--- src/shared/fault_readback_map.svh ---
// Offsets, field positions, reset values and codes of the status readback bank
`ifndef FAULT_READBACK_MAP_SVH
`define FAULT_READBACK_MAP_SVH
`define WORD_W 16
`define FRAME_BITS 5'h10
`define ADDR_INIT 4'h0
`define ADDR_QUICK 4'h1
`define ADDR_CH1 4'h2
`define ADDR_CHIP 4'h7
`define ADDR_PINS 4'h8
`define ADDR_IDENT 4'h9
`define SEL_DEFAULT 4'h0
`define SI_ADDR_MSB 15
`define SI_ADDR_LSB 12
`define SI_PERSIST_POS 4
`define SI_SEL_MSB 3
`define SI_SEL_LSB 0
`define FM_POS 11
`define RCF_RESET 1'b1
`define PERSIST_RESET 1'b0
`define OC_NONE 3'h0
`endif

--- src/shared/fault_readback_pkg.sv ---
// Types of the status readback bank
package fault_readback_pkg;
    typedef enum logic [1:0] {
        FR_IDLE = 2'h0,
        FR_SHIFT = 2'h1,
        FR_DONE = 2'h3
    } frame_state_t;
    typedef enum logic [2:0] {
        OC_NONE_T = 3'h0,
        OC_FIRST_T = 3'h1,
        OC_SECOND_T = 3'h2,
        OC_THIRD_T = 3'h3,
        OC_STEADY_T = 3'h4,
        OC_NOWIN_T = 3'h5,
        OC_SEVERE_T = 3'h6
    } oc_code_t;
endpackage

--- src/verilog/spi_fault_status_readback.sv ---
// Serial status readback bank: word selection, fault latching and shift-out
`timescale 1ns/1ps
`default_nettype none
`include "fault_readback_map.svh"

module spi_fault_status_readback #(
    parameter int CHANNELS = 5,
    parameter logic [7:0] PART_CODE = 8'h5A // Value is arbitrary
) (
    // Clock and reset
    input wire logic clk,
    input wire logic rst_n,
    // Serial port pins
    input wire logic spi_clk,
    input wire logic spi_cs_n,
    input wire logic spi_si,
    output logic spi_so,
    output logic spi_so_oe,
    // Channel fault events
    input wire logic [4:0] overheat_shutdown,
    input wire logic [4:0] overheat_warning,
    input wire logic [4:0] overcurrent_event,
    input wire logic [14:0] overcurrent_code,
    input wire logic [4:0] open_load_on_flag,
    input wire logic [4:0] open_load_off_flag,
    // Device fault events and mode
    input wire logic pump_fault,
    input wire logic pwm_clock_fault,
    input wire logic supply_low_flag,
    input wire logic supply_high_flag,
    input wire logic factory_test_flag,
    input wire logic serial_fail_flag,
    input wire logic failsafe_active,
    // Real-time levels
    input wire logic limp_input_level,
    input wire logic [3:0] control_input_level,
    input wire logic [3:0] input_toggle,
    input wire logic [4:0] load_pin_high,
    // Readback setting
    output logic [3:0] readback_select,
    output logic readback_persist_sel
);

    if (CHANNELS != 5) begin : g_bad_channels
        $error("Word layout serves exactly five channels");
    end

    // True when the selector addresses channel n
    function automatic logic is_chan(input logic [3:0] sel, input int n);
        is_chan = (sel == 4'(`ADDR_CH1 + n));
    endfunction

    // Pin synchronisers, first stage read only by second
    logic [2:0] s1_q, s2_q, s1_d, s2_d;
    logic sclk_old_q, cs_old_q, sclk_old_d, cs_old_d;
    always_comb begin
        s1_d = {spi_clk, spi_cs_n, spi_si};
        s2_d = s1_q;
        sclk_old_d = s2_q[2];
        cs_old_d = s2_q[1];
    end
    always_ff @(posedge clk or negedge rst_n) begin
        if (!rst_n) begin
            // Idle pin levels (clock low, select high) so no false edge follows reset
            s1_q <= 3'h2;
            s2_q <= 3'h2;
            sclk_old_q <= 1'b0;
            cs_old_q <= 1'b1;
        end else begin
            s1_q <= s1_d;
            s2_q <= s2_d;
            sclk_old_q <= sclk_old_d;
            cs_old_q <= cs_old_d;
        end
    end

    logic sclk_rise, sclk_fall, cs_fall, cs_rise;
    assign sclk_rise = s2_q[2] & ~sclk_old_q;
    assign sclk_fall = ~s2_q[2] & sclk_old_q;
    assign cs_fall = ~s2_q[1] & cs_old_q;
    assign cs_rise = s2_q[1] & ~cs_old_q;

    // Latched fault state
    logic [6:0] ch_q [CHANNELS];
    logic pump_q, pwm_clock_fault_q, uv_q, ov_q, tm_q, serial_fail_flag_q, rcf_q;
    logic [CHANNELS-1:0] chan_clr;
    logic chip_clr, frame_ok, frame_bad;
    logic [3:0] sent_sel_q;

    // Summary flags follow the latched detail bits
    logic overload_summary, open_load_summary, chip_summary_flag;
    logic [CHANNELS-1:0] chan_quick_flag, ovl_ch, ol_ch;
    for (genvar i = 0; i < CHANNELS; i++) begin : g_sum
        assign chan_quick_flag[i] = |ch_q[i];
        assign ovl_ch[i] = ch_q[i][6] | (ch_q[i][4:2] != `OC_NONE);
        assign ol_ch[i] = ch_q[i][1] | ch_q[i][0];
    end
    assign overload_summary = |ovl_ch;
    assign open_load_summary = |ol_ch;
    assign chip_summary_flag = rcf_q | uv_q | ov_q | pump_q | pwm_clock_fault_q | tm_q;

    // Channel fault latches; a new event beats a read clear
    for (genvar i = 0; i < CHANNELS; i++) begin : g_ch
        logic [6:0] d;
        always_comb begin
            d = chan_clr[i] ? 7'h00 : ch_q[i];
            if (overcurrent_event[i]) begin
                d[4:2] = overcurrent_code[3*i +: 3];
            end
            d[6] = d[6] | overheat_shutdown[i];
            d[5] = d[5] | overheat_warning[i];
            d[1] = d[1] | open_load_on_flag[i];
            d[0] = d[0] | open_load_off_flag[i];
        end
        always_ff @(posedge clk or negedge rst_n) begin
            if (!rst_n) begin
                ch_q[i] <= 7'h00;
            end else begin
                ch_q[i] <= d;
            end
        end
    end

    // Device fault latches, cleared by reading the chip word
    logic pump_d, pwm_clock_fault_d, uv_d, ov_d, tm_d, serial_fail_flag_d, rcf_d;
    always_comb begin
        pump_d = (pump_q & ~chip_clr) | pump_fault;
        pwm_clock_fault_d = (pwm_clock_fault_q & ~chip_clr) | pwm_clock_fault;
        uv_d = (uv_q & ~chip_clr) | supply_low_flag;
        ov_d = (ov_q & ~chip_clr) | supply_high_flag;
        tm_d = (tm_q & ~chip_clr) | factory_test_flag;
        serial_fail_flag_d = (serial_fail_flag_q & ~chip_clr) | serial_fail_flag | frame_bad;
        rcf_d = rcf_q & ~chip_clr;
    end
    always_ff @(posedge clk or negedge rst_n) begin
        if (!rst_n) begin
            pump_q <= 1'b0;
            pwm_clock_fault_q <= 1'b0;
            uv_q <= 1'b0;
            ov_q <= 1'b0;
            tm_q <= 1'b0;
            serial_fail_flag_q <= 1'b0;
            rcf_q <= `RCF_RESET;
        end else begin
            pump_q <= pump_d;
            pwm_clock_fault_q <= pwm_clock_fault_d;
            uv_q <= uv_d;
            ov_q <= ov_d;
            tm_q <= tm_d;
            serial_fail_flag_q <= serial_fail_flag_d;
            rcf_q <= rcf_d;
        end
    end

    // Assemble the word picked by the selector
    logic [15:0] word;
    logic [2:0] sums;
    always_comb begin
        sums = {chip_summary_flag, overload_summary, open_load_summary};
        word = {`ADDR_QUICK, failsafe_active, sums, pump_q, rcf_q, pwm_clock_fault_q,
                chan_quick_flag};
        for (int i = 0; i < CHANNELS; i++) begin
            if (is_chan(readback_select, i)) begin
                word = {4'(`ADDR_CH1 + i), failsafe_active, sums, 1'b0, ch_q[i]};
            end
        end
        unique case (readback_select)
            `ADDR_CHIP: word = {`ADDR_CHIP, failsafe_active, sums, 3'h0, tm_q,
                                ov_q, uv_q, serial_fail_flag_q, limp_input_level};
            `ADDR_PINS: word = {`ADDR_PINS, failsafe_active, 1'b0, |input_toggle,
                                control_input_level, load_pin_high};
            `ADDR_IDENT: word = {`ADDR_IDENT, failsafe_active, 3'h0,
                                 uv_q ? 8'h00 : PART_CODE};
            default: ;
        endcase
        word[`FM_POS] = failsafe_active;
    end

    // Frame sequencer and shift registers
    fault_readback_pkg::frame_state_t st_q, st_d;
    logic [15:0] tx_q, tx_d, rx_q, rx_d;
    logic [4:0] cnt_q, cnt_d;
    logic [3:0] sent_sel_d;
    logic so_d, oe_d;
    always_comb begin
        st_d = st_q;
        tx_d = tx_q;
        rx_d = rx_q;
        cnt_d = cnt_q;
        sent_sel_d = sent_sel_q;
        so_d = spi_so;
        oe_d = spi_so_oe;
        unique case (st_q)
            fault_readback_pkg::FR_IDLE: begin
                if (cs_fall) begin
                    st_d = fault_readback_pkg::FR_SHIFT;
                    tx_d = word;
                    so_d = word[15];
                    oe_d = 1'b1;
                    cnt_d = 5'h00;
                    sent_sel_d = readback_select;
                end
            end
            fault_readback_pkg::FR_SHIFT: begin
                if (cs_rise) begin
                    st_d = fault_readback_pkg::FR_DONE;
                    oe_d = 1'b0;
                end else begin
                    if (sclk_rise) begin
                        rx_d = {rx_q[14:0], s2_q[0]};
                        cnt_d = (cnt_q == 5'h1F) ? cnt_q : cnt_q + 5'h01;
                    end
                    if (sclk_fall) begin
                        tx_d = {tx_q[14:0], 1'b0};
                        so_d = tx_q[14];
                    end
                end
            end
            fault_readback_pkg::FR_DONE: begin
                st_d = fault_readback_pkg::FR_IDLE;
            end
            default: begin
                st_d = fault_readback_pkg::FR_IDLE; // Unused code recovers to idle
            end
        endcase
    end
    always_ff @(posedge clk or negedge rst_n) begin
        if (!rst_n) begin
            st_q <= fault_readback_pkg::FR_IDLE;
            tx_q <= 16'h0000;
            rx_q <= 16'h0000;
            cnt_q <= 5'h00;
            sent_sel_q <= `SEL_DEFAULT;
            spi_so <= 1'b0;
            spi_so_oe <= 1'b0;
        end else begin
            st_q <= st_d;
            tx_q <= tx_d;
            rx_q <= rx_d;
            cnt_q <= cnt_d;
            sent_sel_q <= sent_sel_d;
            spi_so <= so_d;
            spi_so_oe <= oe_d;
        end
    end

    // End-of-frame effects: clear on read and selector update
    logic init_write;
    assign frame_ok = (st_q == fault_readback_pkg::FR_DONE) && (cnt_q == `FRAME_BITS);
    assign frame_bad = (st_q == fault_readback_pkg::FR_DONE) && (cnt_q != `FRAME_BITS);
    assign init_write = frame_ok && (rx_q[`SI_ADDR_MSB:`SI_ADDR_LSB] == `ADDR_INIT);
    assign chip_clr = frame_ok && (sent_sel_q == `ADDR_CHIP);
    for (genvar i = 0; i < CHANNELS; i++) begin : g_clr
        assign chan_clr[i] = frame_ok && is_chan(sent_sel_q, i);
    end

    logic [3:0] sel_d;
    logic persist_d;
    always_comb begin
        sel_d = readback_select;
        persist_d = readback_persist_sel;
        if (init_write) begin
            sel_d = rx_q[`SI_SEL_MSB:`SI_SEL_LSB];
            persist_d = rx_q[`SI_PERSIST_POS];
        end else if (frame_ok && !readback_persist_sel) begin
            sel_d = `SEL_DEFAULT;
        end
    end
    always_ff @(posedge clk or negedge rst_n) begin
        if (!rst_n) begin
            readback_select <= `SEL_DEFAULT;
            readback_persist_sel <= `PERSIST_RESET;
        end else begin
            readback_select <= sel_d;
            readback_persist_sel <= persist_d;
        end
    end
endmodule
`default_nettype wire

--- config.mk ---
export PLATFORM = sky130hd
export DESIGN_NAME = spi_fault_status_readback
export DESIGN_NICKNAME = d
export VERILOG_FILES = /design/src/shared/fault_readback_pkg.sv /design/src/verilog/spi_fault_status_readback.sv
export VERILOG_INCLUDE_DIRS = /design/src /design/src/shared
export SDC_FILE = /design/constraint.sdc
export NUM_CORES = 1
export LEC_CHECK = 0
export ABC_AREA = 1
export ABC_CLOCK_PERIOD_IN_PS = 1900
export BUFFER_PORTS_ARGS = -buffer_cell sky130_fd_sc_hd__buf_2
export CAP_MARGIN = 40
export CORE_UTILIZATION = 57
export DETAILED_ROUTE_END_ITERATION = 8
export PLACE_DENSITY = 0.91
export SLEW_MARGIN = 20
export SYNTH_ARGS = -nofsm -noshare
export SYNTH_HDL_FRONTEND = slang
export SYNTH_SLANG_ARGS = --single-unit
export TNS_END_PERCENT = 50
--- constraint.sdc ---
create_clock -name clk -period 1.9 [get_ports clk]
set_input_delay 0.19 -clock clk [delete_from_list [all_inputs] [get_ports clk]]
set_output_delay 0.19 -clock clk [all_outputs]
set_load 0.1 [all_outputs]
==> summary.txt, run 1 <==
Outcome
  • Result of the run: complete, no violations

Synthesis
  • Synth Area per Inst: 8.31 sq um
  • Primary FF master, synth: dfrtp_1
  • Nets in the synthesized netlist: 637
  • Post-synth ARST share: 100%
  • Count of distinct cell types in the synthesized netlist: 35
  • EDFF count, synth: 0
  • Number of instances in the synthesized netlist: 568
  • Count of warnings emitted by yosys: 0
  • Register bit total from synthesis: 99
  • Post-synthesis instance area: 4720 sq um
  • Post-synthesis sequential area ratio: 52.6%

CTS
  • Maximum buffer depth of the clock tree: 2
  • Clock Sinks: 99
  • Number of buffers added by the clock tree synthesis step: 9
  • TritonCTS clock tree: done
  • Clk Tree Root Cell: clkbuf_8
  • Insertion delay of the later-clocked pin in the worst-skew pair: 0.38 ns
  • Clock transition at the registers of the reported paths: 0.10 ns
  • Clock H-tree levels: 3

Place
  • Buffers on Ports: 72
  • Post-DP Area: 5340 sq um
  • Final weighted congestion of routability-driven global placement: 0.916
  • Half-perimeter wire length of the detailed placement result: 8850 microns
  • # placed instances: 750

Setup path
  • Critical path startpoint: cnt_q[1]$_DFFE_PN0P_
  • Data arrival time of the worst path: 2.13 ns
  • Category of cells accounting for the largest share of critical-path delay: simple AND/OR/NAND/NOR gates
  • Critical path, cell by cell: inv_1 -> ha_1 -> nand2_1 -> nor3_2 -> nand3_2 -> buf_6 -> buf_4 -> nor4_2 -> buf_4 -> o21bai_1
  • Type of the worst setup path: flip-flop to flip-flop
  • Worst-path cell with the longest stage delay: dfrtp_1
  • Peak fanout along the critical path: 7
  • Total buffers and inverters traversed by the critical path: 4
  • Crit-path max cell delay: 0.43 ns
  • Setup crit end kind: flip-flop
  • Startpoint types: flip-flop
  • Most numerous cell on the critical path: buf_4
  • Critical Path RT: 2.16 ns
  • Launch point of the worst reg-to-reg path: cnt_q[1]$_DFFE_PN0P_

STA
  • Final critical path time including I/O delays and setup: 1.87 ns
  • Final number of hold-violating endpoints: 0
  • Worst-margin pin slew: 0.600 ns
  • Final period utilization: 98.7%
  • Setup Skew: 0.0111 ns
  • Upper clock frequency limit: 533 MHz
  • Final slew viol count: 0
  • Slew HR: 60.0%
  • Setup repair after global routing missed its margin: yes
  • Final number of setup-violating endpoints: 0

Floorplan
  • Horizontal die dimension: 93.0 microns
  • Full die area: 8650 sq um
  • Standard cell core area: 7890 sq um
  • Starting density of the core: 59.9%
  • I/O Pins: 73
  • Vertical extent of the die: 93.0 microns
  • Floorplan row count: 32

Power
  • Worst vdd rail ir drop: 0.610 mV
  • Leakage Power: 0.00299 uW
  • Total power divided by cell area: 932 nW/um^2

Global routing
  • Aggregate global routing overflow: 0
  • Maximum number of pins on one net before global-route repair: 47
  • Total Routing Usage GR: 29.4%
  • First-pass GRT wire length: 19400 microns
  • Via count of the first global-routing pass: 4144
  • Number of antenna violations at the first check in global routing: 0

Route
  • Count of antenna-violating nets left after detailed routing: 0
  • Vias after detailed routing: 4308
  • Wire length reported by the detailed router: 12000 microns
  • Number of design-rule violations left by the first detailed-router iteration: 353
  • Mean routed wirelength per cell: 15.4 microns
  • Drt pass-1 iters: 5
  • Mean number of vias per cell: 5.51
  • Residual DRC: 0

Finish
  • Number of antenna diodes: 0
  • Fillers: 581
  • Filler-free cell count of the finished design: 782
  • Finished Cell Area: 5750 sq um
  • Area Growth Syn to Fin: 21.7%
  • Count of nets after finishing: 744
  • Proportion of layout cells with a drive suffix above 1: 24.3%

Worst hold path
  • Worst min path class: input pin to flip-flop
  • Hold Path Origin: open_load_off_flag[1]

Flow run
  • Maximum capacitance violations: 0
==> placed cells by master, fill, tap and decap left out, drive strengths merged <==
| cell type | instances |
|---|---|
| nand2 | 148 |
| buf | 99 |
| dfrtp | 95 |
| inv | 84 |
| o21ai | 61 |
| nor2 | 52 |
| o21bai | 23 |
| nand3 | 20 |
| a21oi | 10 |
| mux2 | 10 |
| o211ai | 9 |
| clkbuf | 9 |
| dlygate4sd3 | 8 |
| nor3 | 8 |
| a21o | 6 |
| clkinv | 6 |
| a31oi | 5 |
| o22ai | 4 |
| dfstp | 4 |
| nor4 | 4 |
| nand4 | 3 |
| a211oi | 3 |
| ha | 3 |
| o41ai | 1 |
| o2111ai | 1 |
| or2 | 1 |
| o31ai | 1 |
| a221oi | 1 |
| nor3b | 1 |
==> stage by stage <==
stage	setup TNS, ns	total power, uW	utilization, %	hold slack, ns	setup WS (ns)
floorplan	0	3520	-	-0.106	0.00623
global placement	0	3890	67.7	0.220	0.000805
detailed placement	-1.45	3990	67.7	0.232	-0.144
CTS	0	5280	71.1	0.00000555	0.00222
global route	-1.14	5670	72.8	0.000438	-0.0759
finish	0	5360	72.8	0.00212	0.0254
==> registers in the layout (all words and copies together), names as in the netlist, 2 cells and up <==
register         flops
tx_q                15
rx_q                16
readback_select      4
s2_q                 3
st_q                 2
sent_sel_q           4
cnt_q                5
ch_q                35
s1_q                 3
==> routing by layer <==
metal | part of all wire, % | track usage [%] | vias up
met5 | 0 | 0 | -
met4 | 2.2 | 10.8 | 0
met2 | 49 | 48.4 | 213
met3 | 7.4 | 4.31 | 27
met1 | 41 | 39.7 | 2012
li1 | - | - | 2056
==> Yosys cell counts, types with 2 or more instances <==
| cell type | n | area (sq um) |
|---|---|---|
| clkbuf_1 | 6 | 22.5 |
| inv_1 | 77 | 289 |
| o21ai_1 | 6 | 30.0 |
| a21o_1 | 6 | 45.0 |
| ha_1 | 3 | 37.5 |
| nor2_1 | 49 | 184 |
| nand3_1 | 20 | 100 |
| a21oi_1 | 10 | 50.1 |
| o22ai_1 | 4 | 25.0 |
| nor4_1 | 3 | 18.8 |
| nand2_2 | 2 | 12.5 |
| nand2_1 | 146 | 548 |
| clkinv_1 | 2 | 7.51 |
| a31oi_1 | 5 | 31.3 |
| o21ai_0 | 55 | 275 |
| inv_2 | 4 | 15.0 |
| a211oi_1 | 3 | 22.5 |
| dfrtp_1 | 95 | 2380 |
| nand4_1 | 3 | 18.8 |
| mux2_2 | 10 | 113 |
| o21bai_1 | 23 | 173 |
| nor3_1 | 7 | 35.0 |
| nor2_2 | 2 | 12.5 |
| buf_2 | 5 | 25.0 |
| o211ai_1 | 9 | 67.6 |
| dfstp_2 | 4 | 105 |
==> final cells by class <==
cell class              count  area (sq um)  area share [%]
clock inverters             7          60.1            1.05
clock buffers               9           124            2.16
multi-input cells         375          1950            33.9
repair buffers            107           686            11.9
well taps                 102           128            2.22
flip-flops and latches     99          2490            43.3
inverters                  83           312            5.42
==> kinds of logic (layout without fill, tap and decap cells) <==
| logic type | after synthesis | count (layout) | share of synthesized area, % |
|---|---|---|---|
| flops | 99 | 99 | 52.6 |
| mux | 10 | 10 | 2.38 |
| compound gates | 125 | 125 | 16.0 |
| fa+ha+maj | 3 | 3 | 0.795 |
| simple gates | 237 | 237 | 20.7 |
| buf+inv | 94 | 206 | 7.60 |
==> where the power goes <==
part | leakage (uW) | internal [uW] | switching, uW
clock network | 0.0000961 | 499 | 793
logic | 0.00175 | 519 | 920
registers | 0.00114 | 2430 | 196
total | 0.00299 | 3450 | 1910
==> path summary, 6_finish.rpt <==
path	depth (start not counted)	slack [ns]	endpoint
min	2	0.002	ch_q[21]$_DFF_PN0_
min reg2reg	0	0.36	s2_q[0]$_DFF_PN0_
max in group asynchronous	3	0.90	cs_old_q$_DFF_PN1_
min in group asynchronous	2	0.35	ch_q[9]$_DFFE_PN0P_
max reg2reg	10	0.03	pwm_clock_fault_q$_DFF_PN0_
max	10	0.03	pwm_clock_fault_q$_DFF_PN0_
==> what timing repair did <==
action,CTS,global route
hold buffers,6,2
pin swaps,4,6
cloned,0,0
gates resized for setup,8,22
hold endpoints to repair,48,2
setup buffers,1,7
endpoints found under the setup margin,26,37
No activity file was read; power rests on OpenSTA's default activity.
==> inputs of run 2 (changes only) <==
--- a/config.mk
+++ b/config.mk
@@ -7,12 +7,12 @@
 export NUM_CORES = 1
 export LEC_CHECK = 0
 export ABC_AREA = 1
-export ABC_CLOCK_PERIOD_IN_PS = 1900
+export ABC_CLOCK_PERIOD_IN_PS = 1600
 export BUFFER_PORTS_ARGS = -buffer_cell sky130_fd_sc_hd__buf_2
 export CAP_MARGIN = 40
-export CORE_UTILIZATION = 57
+export CORE_UTILIZATION = 51
 export DETAILED_ROUTE_END_ITERATION = 8
-export PLACE_DENSITY = 0.91
+export PLACE_DENSITY = 0.87
 export SLEW_MARGIN = 20
 export SYNTH_ARGS = -nofsm -noshare
 export SYNTH_HDL_FRONTEND = slang
==> constraint.sdc (replaced) <==
create_clock -name clk -period 1.6 [get_ports clk]
set_input_delay 0.16 -clock clk [delete_from_list [all_inputs] [get_ports clk]]
set_output_delay 0.16 -clock clk [all_outputs]
set_load 0.1 [all_outputs]
==> run 2 against run 1 <==
Compared with the run above: the flow now finishes with violations (DRC, hold timing, setup timing); sequential power rose by 19%; final cell count rose by 6.9%; flip-flop and latch count did not move; power rose by 28%; clock skew rose by 0.0020 ns; sequential share of layout area fell by 4.6 points; wire length rose by 11%; die area rose by 12%; register-to-register slack got worse by 0.32 ns; core utilization rose by 0.14 points; critical path type unchanged.
==> summary.txt, run 2 (synthesis results as in run 1) <==
Setup path
  • Startpoint types: flip-flop (unchanged)
  • Setup crit end kind: flip-flop (unchanged)
  • Data arrival time of the worst path: 2.18 ns (was 2.13 ns)
  • Critical Path RT: 1.89 ns (was 2.16 ns)
  • Peak fanout along the critical path: 5 (was 7)
  • Register-to-Register Setup Slack: -0.29 ns (was 0.03 ns)
  • Type of the worst setup path: flip-flop to flip-flop (unchanged)

Place
  • Worst setup slack after placement: -0.364 ns (was -0.144 ns)
  • Half-perimeter wire length of the detailed placement result: 8630 microns (was 8850 microns)
  • Buffers on Ports: 72 (unchanged)
  • Final weighted congestion of routability-driven global placement: 0.928 (was 0.916)

Power
  • Leakage Power: 0.00329 uW (was 0.00299 uW)
  • Switching power as a share of total power: 34.7% (was 35.6%)
  • Worst vdd rail ir drop: 0.625 mV (was 0.610 mV)
  • Combinational group share of total power: 31.3% (was 26.9%)
  • Part of the total power dissipated in sequential elements: 45.5% (was 49.0%)
  • Net switching power: 2380 uW (was 1910 uW)
  • Part of the total power dissipated in the clock network: 23.2% (was 24.1%)
  • Internal power: 4500 uW (was 3450 uW)
  • Total power divided by cell area: 1070 nW/um^2 (was 932 nW/um^2)
  • Tot Pwr: 6880 uW (was 5360 uW)

Outcome
  • Violations in the final reports: DRC, hold timing, setup timing
  • Result of the run: complete, but fails checks (was complete, no violations)

Floorplan
  • Vertical extent of the die: 98.2 microns (was 93.0 microns)
  • Floorplan row count: 34 (was 32)
  • Starting density of the core: 53.4% (was 59.9%)
  • Horizontal die dimension: 98.2 microns (was 93.0 microns)
  • Standard cell core area: 8850 sq um (was 7890 sq um)
  • I/O Pins: 73 (unchanged)
  • Full die area: 9650 sq um (was 8650 sq um)

STA
  • Final number of hold-violating endpoints: 1 (was 0)
  • Worst-margin pin slew: 0.558 ns (was 0.600 ns)
  • Final period utilization: 118% (was 98.7%)
  • Final number of setup-violating endpoints: 60 (was 0)
  • Slew HR: 62.4% (was 60.0%)
  • Final critical path time including I/O delays and setup: 1.89 ns (was 1.87 ns)
  • Fin worst setup slack: -0.291 ns (was 0.0254 ns)
  • Upper clock frequency limit: 529 MHz (was 533 MHz)
  • Total Neg Setup Slack: -9.69 ns (was 0 ns)
  • Setup Skew: 0.0131 ns (was 0.0111 ns)
  • Setup repair after global routing missed its margin: yes (unchanged)
  • Final slew viol count: 0 (unchanged)
  • Post-route worst hold slack: -0.000353 ns (was 0.00212 ns)

Global routing
  • Aggregate global routing overflow: 0 (unchanged)
  • Total Routing Usage GR: 26.2% (was 29.4%)
  • First-pass GRT wire length: 19700 microns (was 19400 microns)
  • Maximum number of pins on one net before global-route repair: 38 (was 47)
  • Via count of the first global-routing pass: 4175 (was 4144)
  • Number of antenna violations at the first check in global routing: 0 (unchanged)

CTS
  • Clock H-tree levels: 3 (unchanged)
  • Clock Sinks: 99 (unchanged)
  • Clock transition at the registers of the reported paths: 0.10 ns (about the same)
  • Insertion delay of the later-clocked pin in the worst-skew pair: 0.37 ns (was 0.38 ns)
  • Number of buffers added by the clock tree synthesis step: 9 (unchanged)
  • Maximum buffer depth of the clock tree: 2 (unchanged)
  • Clk Tree Root Cell: clkbuf_8 (unchanged)
  • TritonCTS clock tree: done (unchanged)

Route
  • Mean routed wirelength per cell: 15.9 microns (was 15.4 microns)
  • Drt pass-1 iters: 7 (was 5)
  • Wire length reported by the detailed router: 13300 microns (was 12000 microns)
  • Count of antenna-violating nets left after detailed routing: 0 (unchanged)
  • Vias after detailed routing: 4547 (was 4308)
  • Number of design-rule violations left by the first detailed-router iteration: 365 (was 353)
  • Mean number of vias per cell: 5.44 (was 5.51)
  • Residual DRC: 8 (was 0)

Finish
  • Proportion of layout cells with a drive suffix above 1: 31.7% (was 24.3%)
  • Most frequent cells in the layout: nand2_1, dfrtp_1, buf_2 (was nand2_1, dfrtp_1, inv_1, buf_2, o21ai_0)
  • Final core utilization: 73.0% (was 72.8%)
  • Count of nets after finishing: 792 (was 744)
  • Registers with the most flip-flops: ch_q: 35 flops, rx_q: 16 flops, tx_q: 15 flops (unchanged)
  • Number of antenna diodes: 0 (unchanged)
  • Area Growth Syn to Fin: 36.8% (was 21.7%)
  • Most common cell after layout, fill and taps aside: nand2_1 (unchanged)
  • Number of flip-flops in the largest register: 35 (unchanged)
  • Most flops, register: ch_q (unchanged)

Flow run
  • Maximum capacitance violations: 0 (unchanged)

Worst hold path
  • Worst min path class: input pin to flip-flop (unchanged)
## run 2: critical path: stages (launching register included)
cell,delay [ns]
dfrtp_1,0.41
buf_6,0.14
ha_4,0.16
inv_2,0.06
nor3_1,0.04
ha_2,0.20
o31ai_4,0.30
nand2_4,0.14
o21ai_2,0.14
nand2_1,0.06
a31oi_1,0.17
## run 2: path summary, 6_finish.rpt
check,from,to,cells past startpoint
max in group asynchronous,rst_n,tx_q[7]$_DFFE_PN0P_,3
max,cnt_q[1]$_DFFE_PN0P_,cnt_q[2]$_DFFE_PN0P_,10
max reg2reg,cnt_q[1]$_DFFE_PN0P_,cnt_q[2]$_DFFE_PN0P_,10
min in group asynchronous,rst_n,sent_sel_q[1]$_DFFE_PN0P_,2
min reg2reg,s1_q[2]$_DFF_PN0_,s2_q[2]$_DFF_PN0_,0
min,overcurrent_code[9],ch_q[9]$_DFFE_PN0P_,3
## run 2: area by class of cell
| cell class | instances | area, sq um |
|---|---|---|
| sequential | 99 | 2500 |
| multi-input combinational | 376 | 2180 |
| clock buffer | 14 | 183 |
| tap | 108 | 135 |
| clock inverter | 2 | 17.5 |
| timing repair buffer | 154 | 1120 |
| inverter | 83 | 323 |
| fill | 593 | 2390 |
## run 2: through the flow
| step | std cells | hold slack [ns] | instance area, sq um |
|---|---|---|---|
| finish | 836 | -0.000353 | 6460 |
| global route | 836 | 0.00153 | 6460 |
| CTS | 826 | 0.00193 | 6170 |
| global placement | 773 | 0.172 | 5540 |
| detailed placement | 773 | 0.178 | 5540 |
| floorplan | 568 | -0.136 | 4780 |
## run 2: layer usage
metal	wire, microns	track usage (%)	share of wire [%]	up-vias
met5	0	0	0	-
met4	308	8.15	2.3	0
met3	886	4.65	6.6	35
met2	6460	42.4	48	215
met1	5680	36.3	43	2150
li1	-	-	-	2147
## run 2: repair_timing
| item | 4_1_cts | 5_1_grt |
|---|---|---|
| pin swaps | 8 | 21 |
| resized for setup | 27 | 73 |
| hold buffers | 27 | 0 |
| endpoints found under the setup margin | 61 | 78 |
| endpoints found under the hold margin | 56 | 0 |
| gates cloned | 0 | 1 |
| buffers inserted | 10 | 10 |
## run 2: power groups by stage
stage               clock [uW]  sequential, uW  combinational, uW
CTS                       1610            3090               1780
global placement             0            3120               1590
global route              1710            3170               2370
floorplan                    0            3270                906
finish                    1600            3130               2160
detailed placement           0            3140               1660
==> inputs of run 3 (changes only) <==
--- a/config.mk
+++ b/config.mk
@@ -10,9 +10,11 @@
 export ABC_CLOCK_PERIOD_IN_PS = 1600
 export BUFFER_PORTS_ARGS = -buffer_cell sky130_fd_sc_hd__buf_2
 export CAP_MARGIN = 40
-export CORE_UTILIZATION = 51
+export CELL_PAD_IN_SITES_DETAIL_PLACEMENT = 0
+export CELL_PAD_IN_SITES_GLOBAL_PLACEMENT = 2
+export CORE_UTILIZATION = 30
 export DETAILED_ROUTE_END_ITERATION = 8
-export PLACE_DENSITY = 0.87
+export PLACE_DENSITY = 0.86
 export SLEW_MARGIN = 20
 export SYNTH_ARGS = -nofsm -noshare
 export SYNTH_HDL_FRONTEND = slang
==> run 3 against run 2 <==
Compared with the run above: the run ends with setup timing left; sequential power is essentially flat; final cell count grew 11%; count of clock-buffer cells in the layout shrank 5; flip-flop and latch count is the same; largest power group unchanged.
==> summary.txt, run 3 (synthesis results as in run 1) <==
Outcome
  • Violations in the final reports: setup timing (was DRC, hold timing, setup timing)
  • Result of the run: complete, but fails checks (unchanged)

Floorplan
  • I/O Pins: 73 (unchanged)
  • Vertical extent of the die: 127 microns (was 98.2 microns)
  • Starting density of the core: 30.9% (was 53.4%)
  • Full die area: 16200 sq um (was 9650 sq um)
  • Standard cell core area: 15300 sq um (was 8850 sq um)
  • Horizontal die dimension: 127 microns (was 98.2 microns)
  • Floorplan row count: 45 (was 34)

CTS
  • Clock H-tree levels: 3 (unchanged)
  • Insertion delay of the later-clocked pin in the worst-skew pair: 0.36 ns (was 0.37 ns)
  • Clk Tree Root Cell: clkbuf_16 (was clkbuf_8)
  • Clock transition at the registers of the reported paths: 0.08 ns (was 0.10 ns)
  • Maximum buffer depth of the clock tree: 2 (unchanged)
  • Number of buffers added by the clock tree synthesis step: 9 (unchanged)
  • Clock Sinks: 99 (unchanged)
  • TritonCTS clock tree: done (unchanged)

Global routing
  • Number of antenna violations at the first check in global routing: 0 (unchanged)
  • Total Routing Usage GR: 17.2% (was 26.2%)
  • Maximum number of pins on one net before global-route repair: 36 (was 38)
  • Aggregate global routing overflow: 0 (unchanged)
  • First-pass GRT wire length: 21300 microns (was 19700 microns)
  • Via count of the first global-routing pass: 4353 (was 4175)

STA
  • Upper clock frequency limit: 545 MHz (was 529 MHz)
  • Final slew viol count: 0 (unchanged)
  • Fin worst setup slack: -0.234 ns (was -0.291 ns)
  • Final period utilization: 115% (was 118%)
  • Setup repair after global routing missed its margin: yes (unchanged)
  • Slew HR: 58.9% (was 62.4%)
  • Setup Skew: 0.0121 ns (was 0.0131 ns)
  • Final critical path time including I/O delays and setup: 1.83 ns (was 1.89 ns)
  • Final number of setup-violating endpoints: 49 (was 60)
  • Worst-margin pin slew: 0.611 ns (was 0.558 ns)
  • Final number of hold-violating endpoints: 0 (was 1)

Route
  • Count of antenna-violating nets left after detailed routing: 0 (unchanged)
  • Wire length reported by the detailed router: 13200 microns (was 13300 microns)
  • Mean number of vias per cell: 4.58 (was 5.44)
  • Number of design-rule violations left by the first detailed-router iteration: 267 (was 365)
  • Residual DRC: 0 (was 8)
  • Vias after detailed routing: 4269 (was 4547)
  • Drt pass-1 iters: 4 (was 7)
  • Mean routed wirelength per cell: 14.2 microns (was 15.9 microns)

Setup path
  • Register-to-Register Setup Slack: -0.23 ns (was -0.29 ns)
  • Critical path startpoint: cnt_q[0]$_DFFE_PN0P_ (was cnt_q[1]$_DFFE_PN0P_)
  • Data arrival time of the worst path: 2.09 ns (was 2.18 ns)
  • Setup crit end kind: flip-flop (unchanged)
  • Startpoint types: flip-flop (unchanged)
  • Critical Path RT: 1.85 ns (was 1.89 ns)
  • Peak fanout along the critical path: 4 (was 5)
  • Launch point of the worst reg-to-reg path: cnt_q[0]$_DFFE_PN0P_ (was cnt_q[1]$_DFFE_PN0P_)
  • Type of the worst setup path: flip-flop to flip-flop (unchanged)

Place
  • Half-perimeter wire length of the detailed placement result: 9750 microns (was 8630 microns)
  • Final weighted congestion of routability-driven global placement: 0.797 (was 0.928)
  • Post-DP Area: 5740 sq um (was 5540 sq um)
  • Buffers on Ports: 72 (unchanged)

Finish
  • Count of nets after finishing: 785 (was 792)
  • Most common cell after layout, fill and taps aside: nand2_1 (unchanged)
  • Number of antenna diodes: 0 (unchanged)
  • Proportion of layout cells with a drive suffix above 1: 35.1% (was 31.7%)
  • Finished Cell Area: 6730 sq um (was 6460 sq um)
  • Area Growth Syn to Fin: 42.5% (was 36.8%)
  • Number of flip-flops in the largest register: 35 (unchanged)
  • Registers with the most flip-flops: ch_q: 35 flops, rx_q: 16 flops, tx_q: 15 flops (unchanged)
  • Most flops, register: ch_q (unchanged)
  • Most frequent cells in the layout: nand2_1, dfrtp_1, buf_2 (unchanged)

Worst hold path
  • Worst min path class: input pin to flip-flop (unchanged)
  • Hold Path Origin: pump_fault (was overcurrent_code[9])

Power
  • Leakage Power: 0.00332 uW (was 0.00329 uW)
  • Total power divided by cell area: 1070 nW/um^2 (about the same)
  • Tot Pwr: 7230 uW (was 6880 uW)
  • Worst vdd rail ir drop: 0.501 mV (was 0.625 mV)

Flow run
  • Maximum capacitance violations: 0 (unchanged)
## run 3: cell count changes in the layout (fill, tap and decap cells not counted), sizes merged
cell | previous run | this run
inv | 80 | 85
clkbuf | 14 | 9
clkinvlp | 1 | 2
clkinv | 4 | 3
dlygate4sd3 | 27 | 20
## run 3: path summary, 6_finish.rpt
check	to	depth (start not counted)
max	ch_q[2]$_DFFE_PN0P_	10
min	pump_q$_DFF_PN0_	2
max reg2reg	ch_q[2]$_DFFE_PN0P_	10
min reg2reg	s2_q[0]$_DFF_PN0_	0
max in group asynchronous	cs_old_q$_DFF_PN1_	3
min in group asynchronous	readback_select[0]$_DFFE_PN0P_	2
## run 3: critical path: stages (launching register included)
cell,delay [ns]
dfrtp_1,0.41
inv_2,0.09
ha_4,0.14
nand2_4,0.05
nor3_4,0.18
nand3_4,0.15
nor3_4,0.28
nand2_2,0.11
inv_2,0.10
or2_4,0.14
o21ai_2,0.05
## run 3: area by class of cell
| cell class | instances | area [sq um] |
|---|---|---|
| fill | 1522 | 8530 |
| sequential | 99 | 2500 |
| multi-input combinational | 376 | 2260 |
| timing repair buffer | 147 | 1070 |
| inverter | 83 | 327 |
| tap | 211 | 264 |
| clock buffer | 9 | 225 |
| clock inverter | 7 | 80.1 |
## run 3: what timing repair did
item / 4_1_cts / 5_1_grt
buffers inserted: 3 / 8
endpoints found under the hold margin: 49 / 0
gates cloned: 0 / 1
setup endpoints to repair: 61 / 70
hold buffers: 20 / 0
resized for setup: 32 / 95
pin swaps: 6 / 25
## run 3: where the power goes
part,switching (uW),internal (uW),leakage (uW)
combinational,1160,738,0.00203
clock,1090,1120,0.000146
sequential,231,2890,0.00114
## run 3: routing by layer
layer | up-vias | part of all wire (%) | track usage [%]
met1 | 2019 | 47 | 22.9
met5 | - | 0 | 0
met3 | 14 | 4.5 | 3.43
li1 | 2148 | - | -
met2 | 88 | 48 | 28.1
met4 | 0 | 1.3 | 5.46
## run 3: per-stage QoR
stage	setup WS, ns	util, %	hold WS, ns	std cells	setup TNS [ns]
finish	-0.234	44.1	0.00815	932	-5.69
global route	-0.350	44.1	0.00430	932	-11.66
CTS	-0.208	41.7	0.0000268	923	-3.15
detailed placement	-0.402	37.6	0.156	884	-15.59
global placement	-0.310	37.6	0.147	884	-11.79
floorplan	-0.0337	-	-0.136	568	-0.281
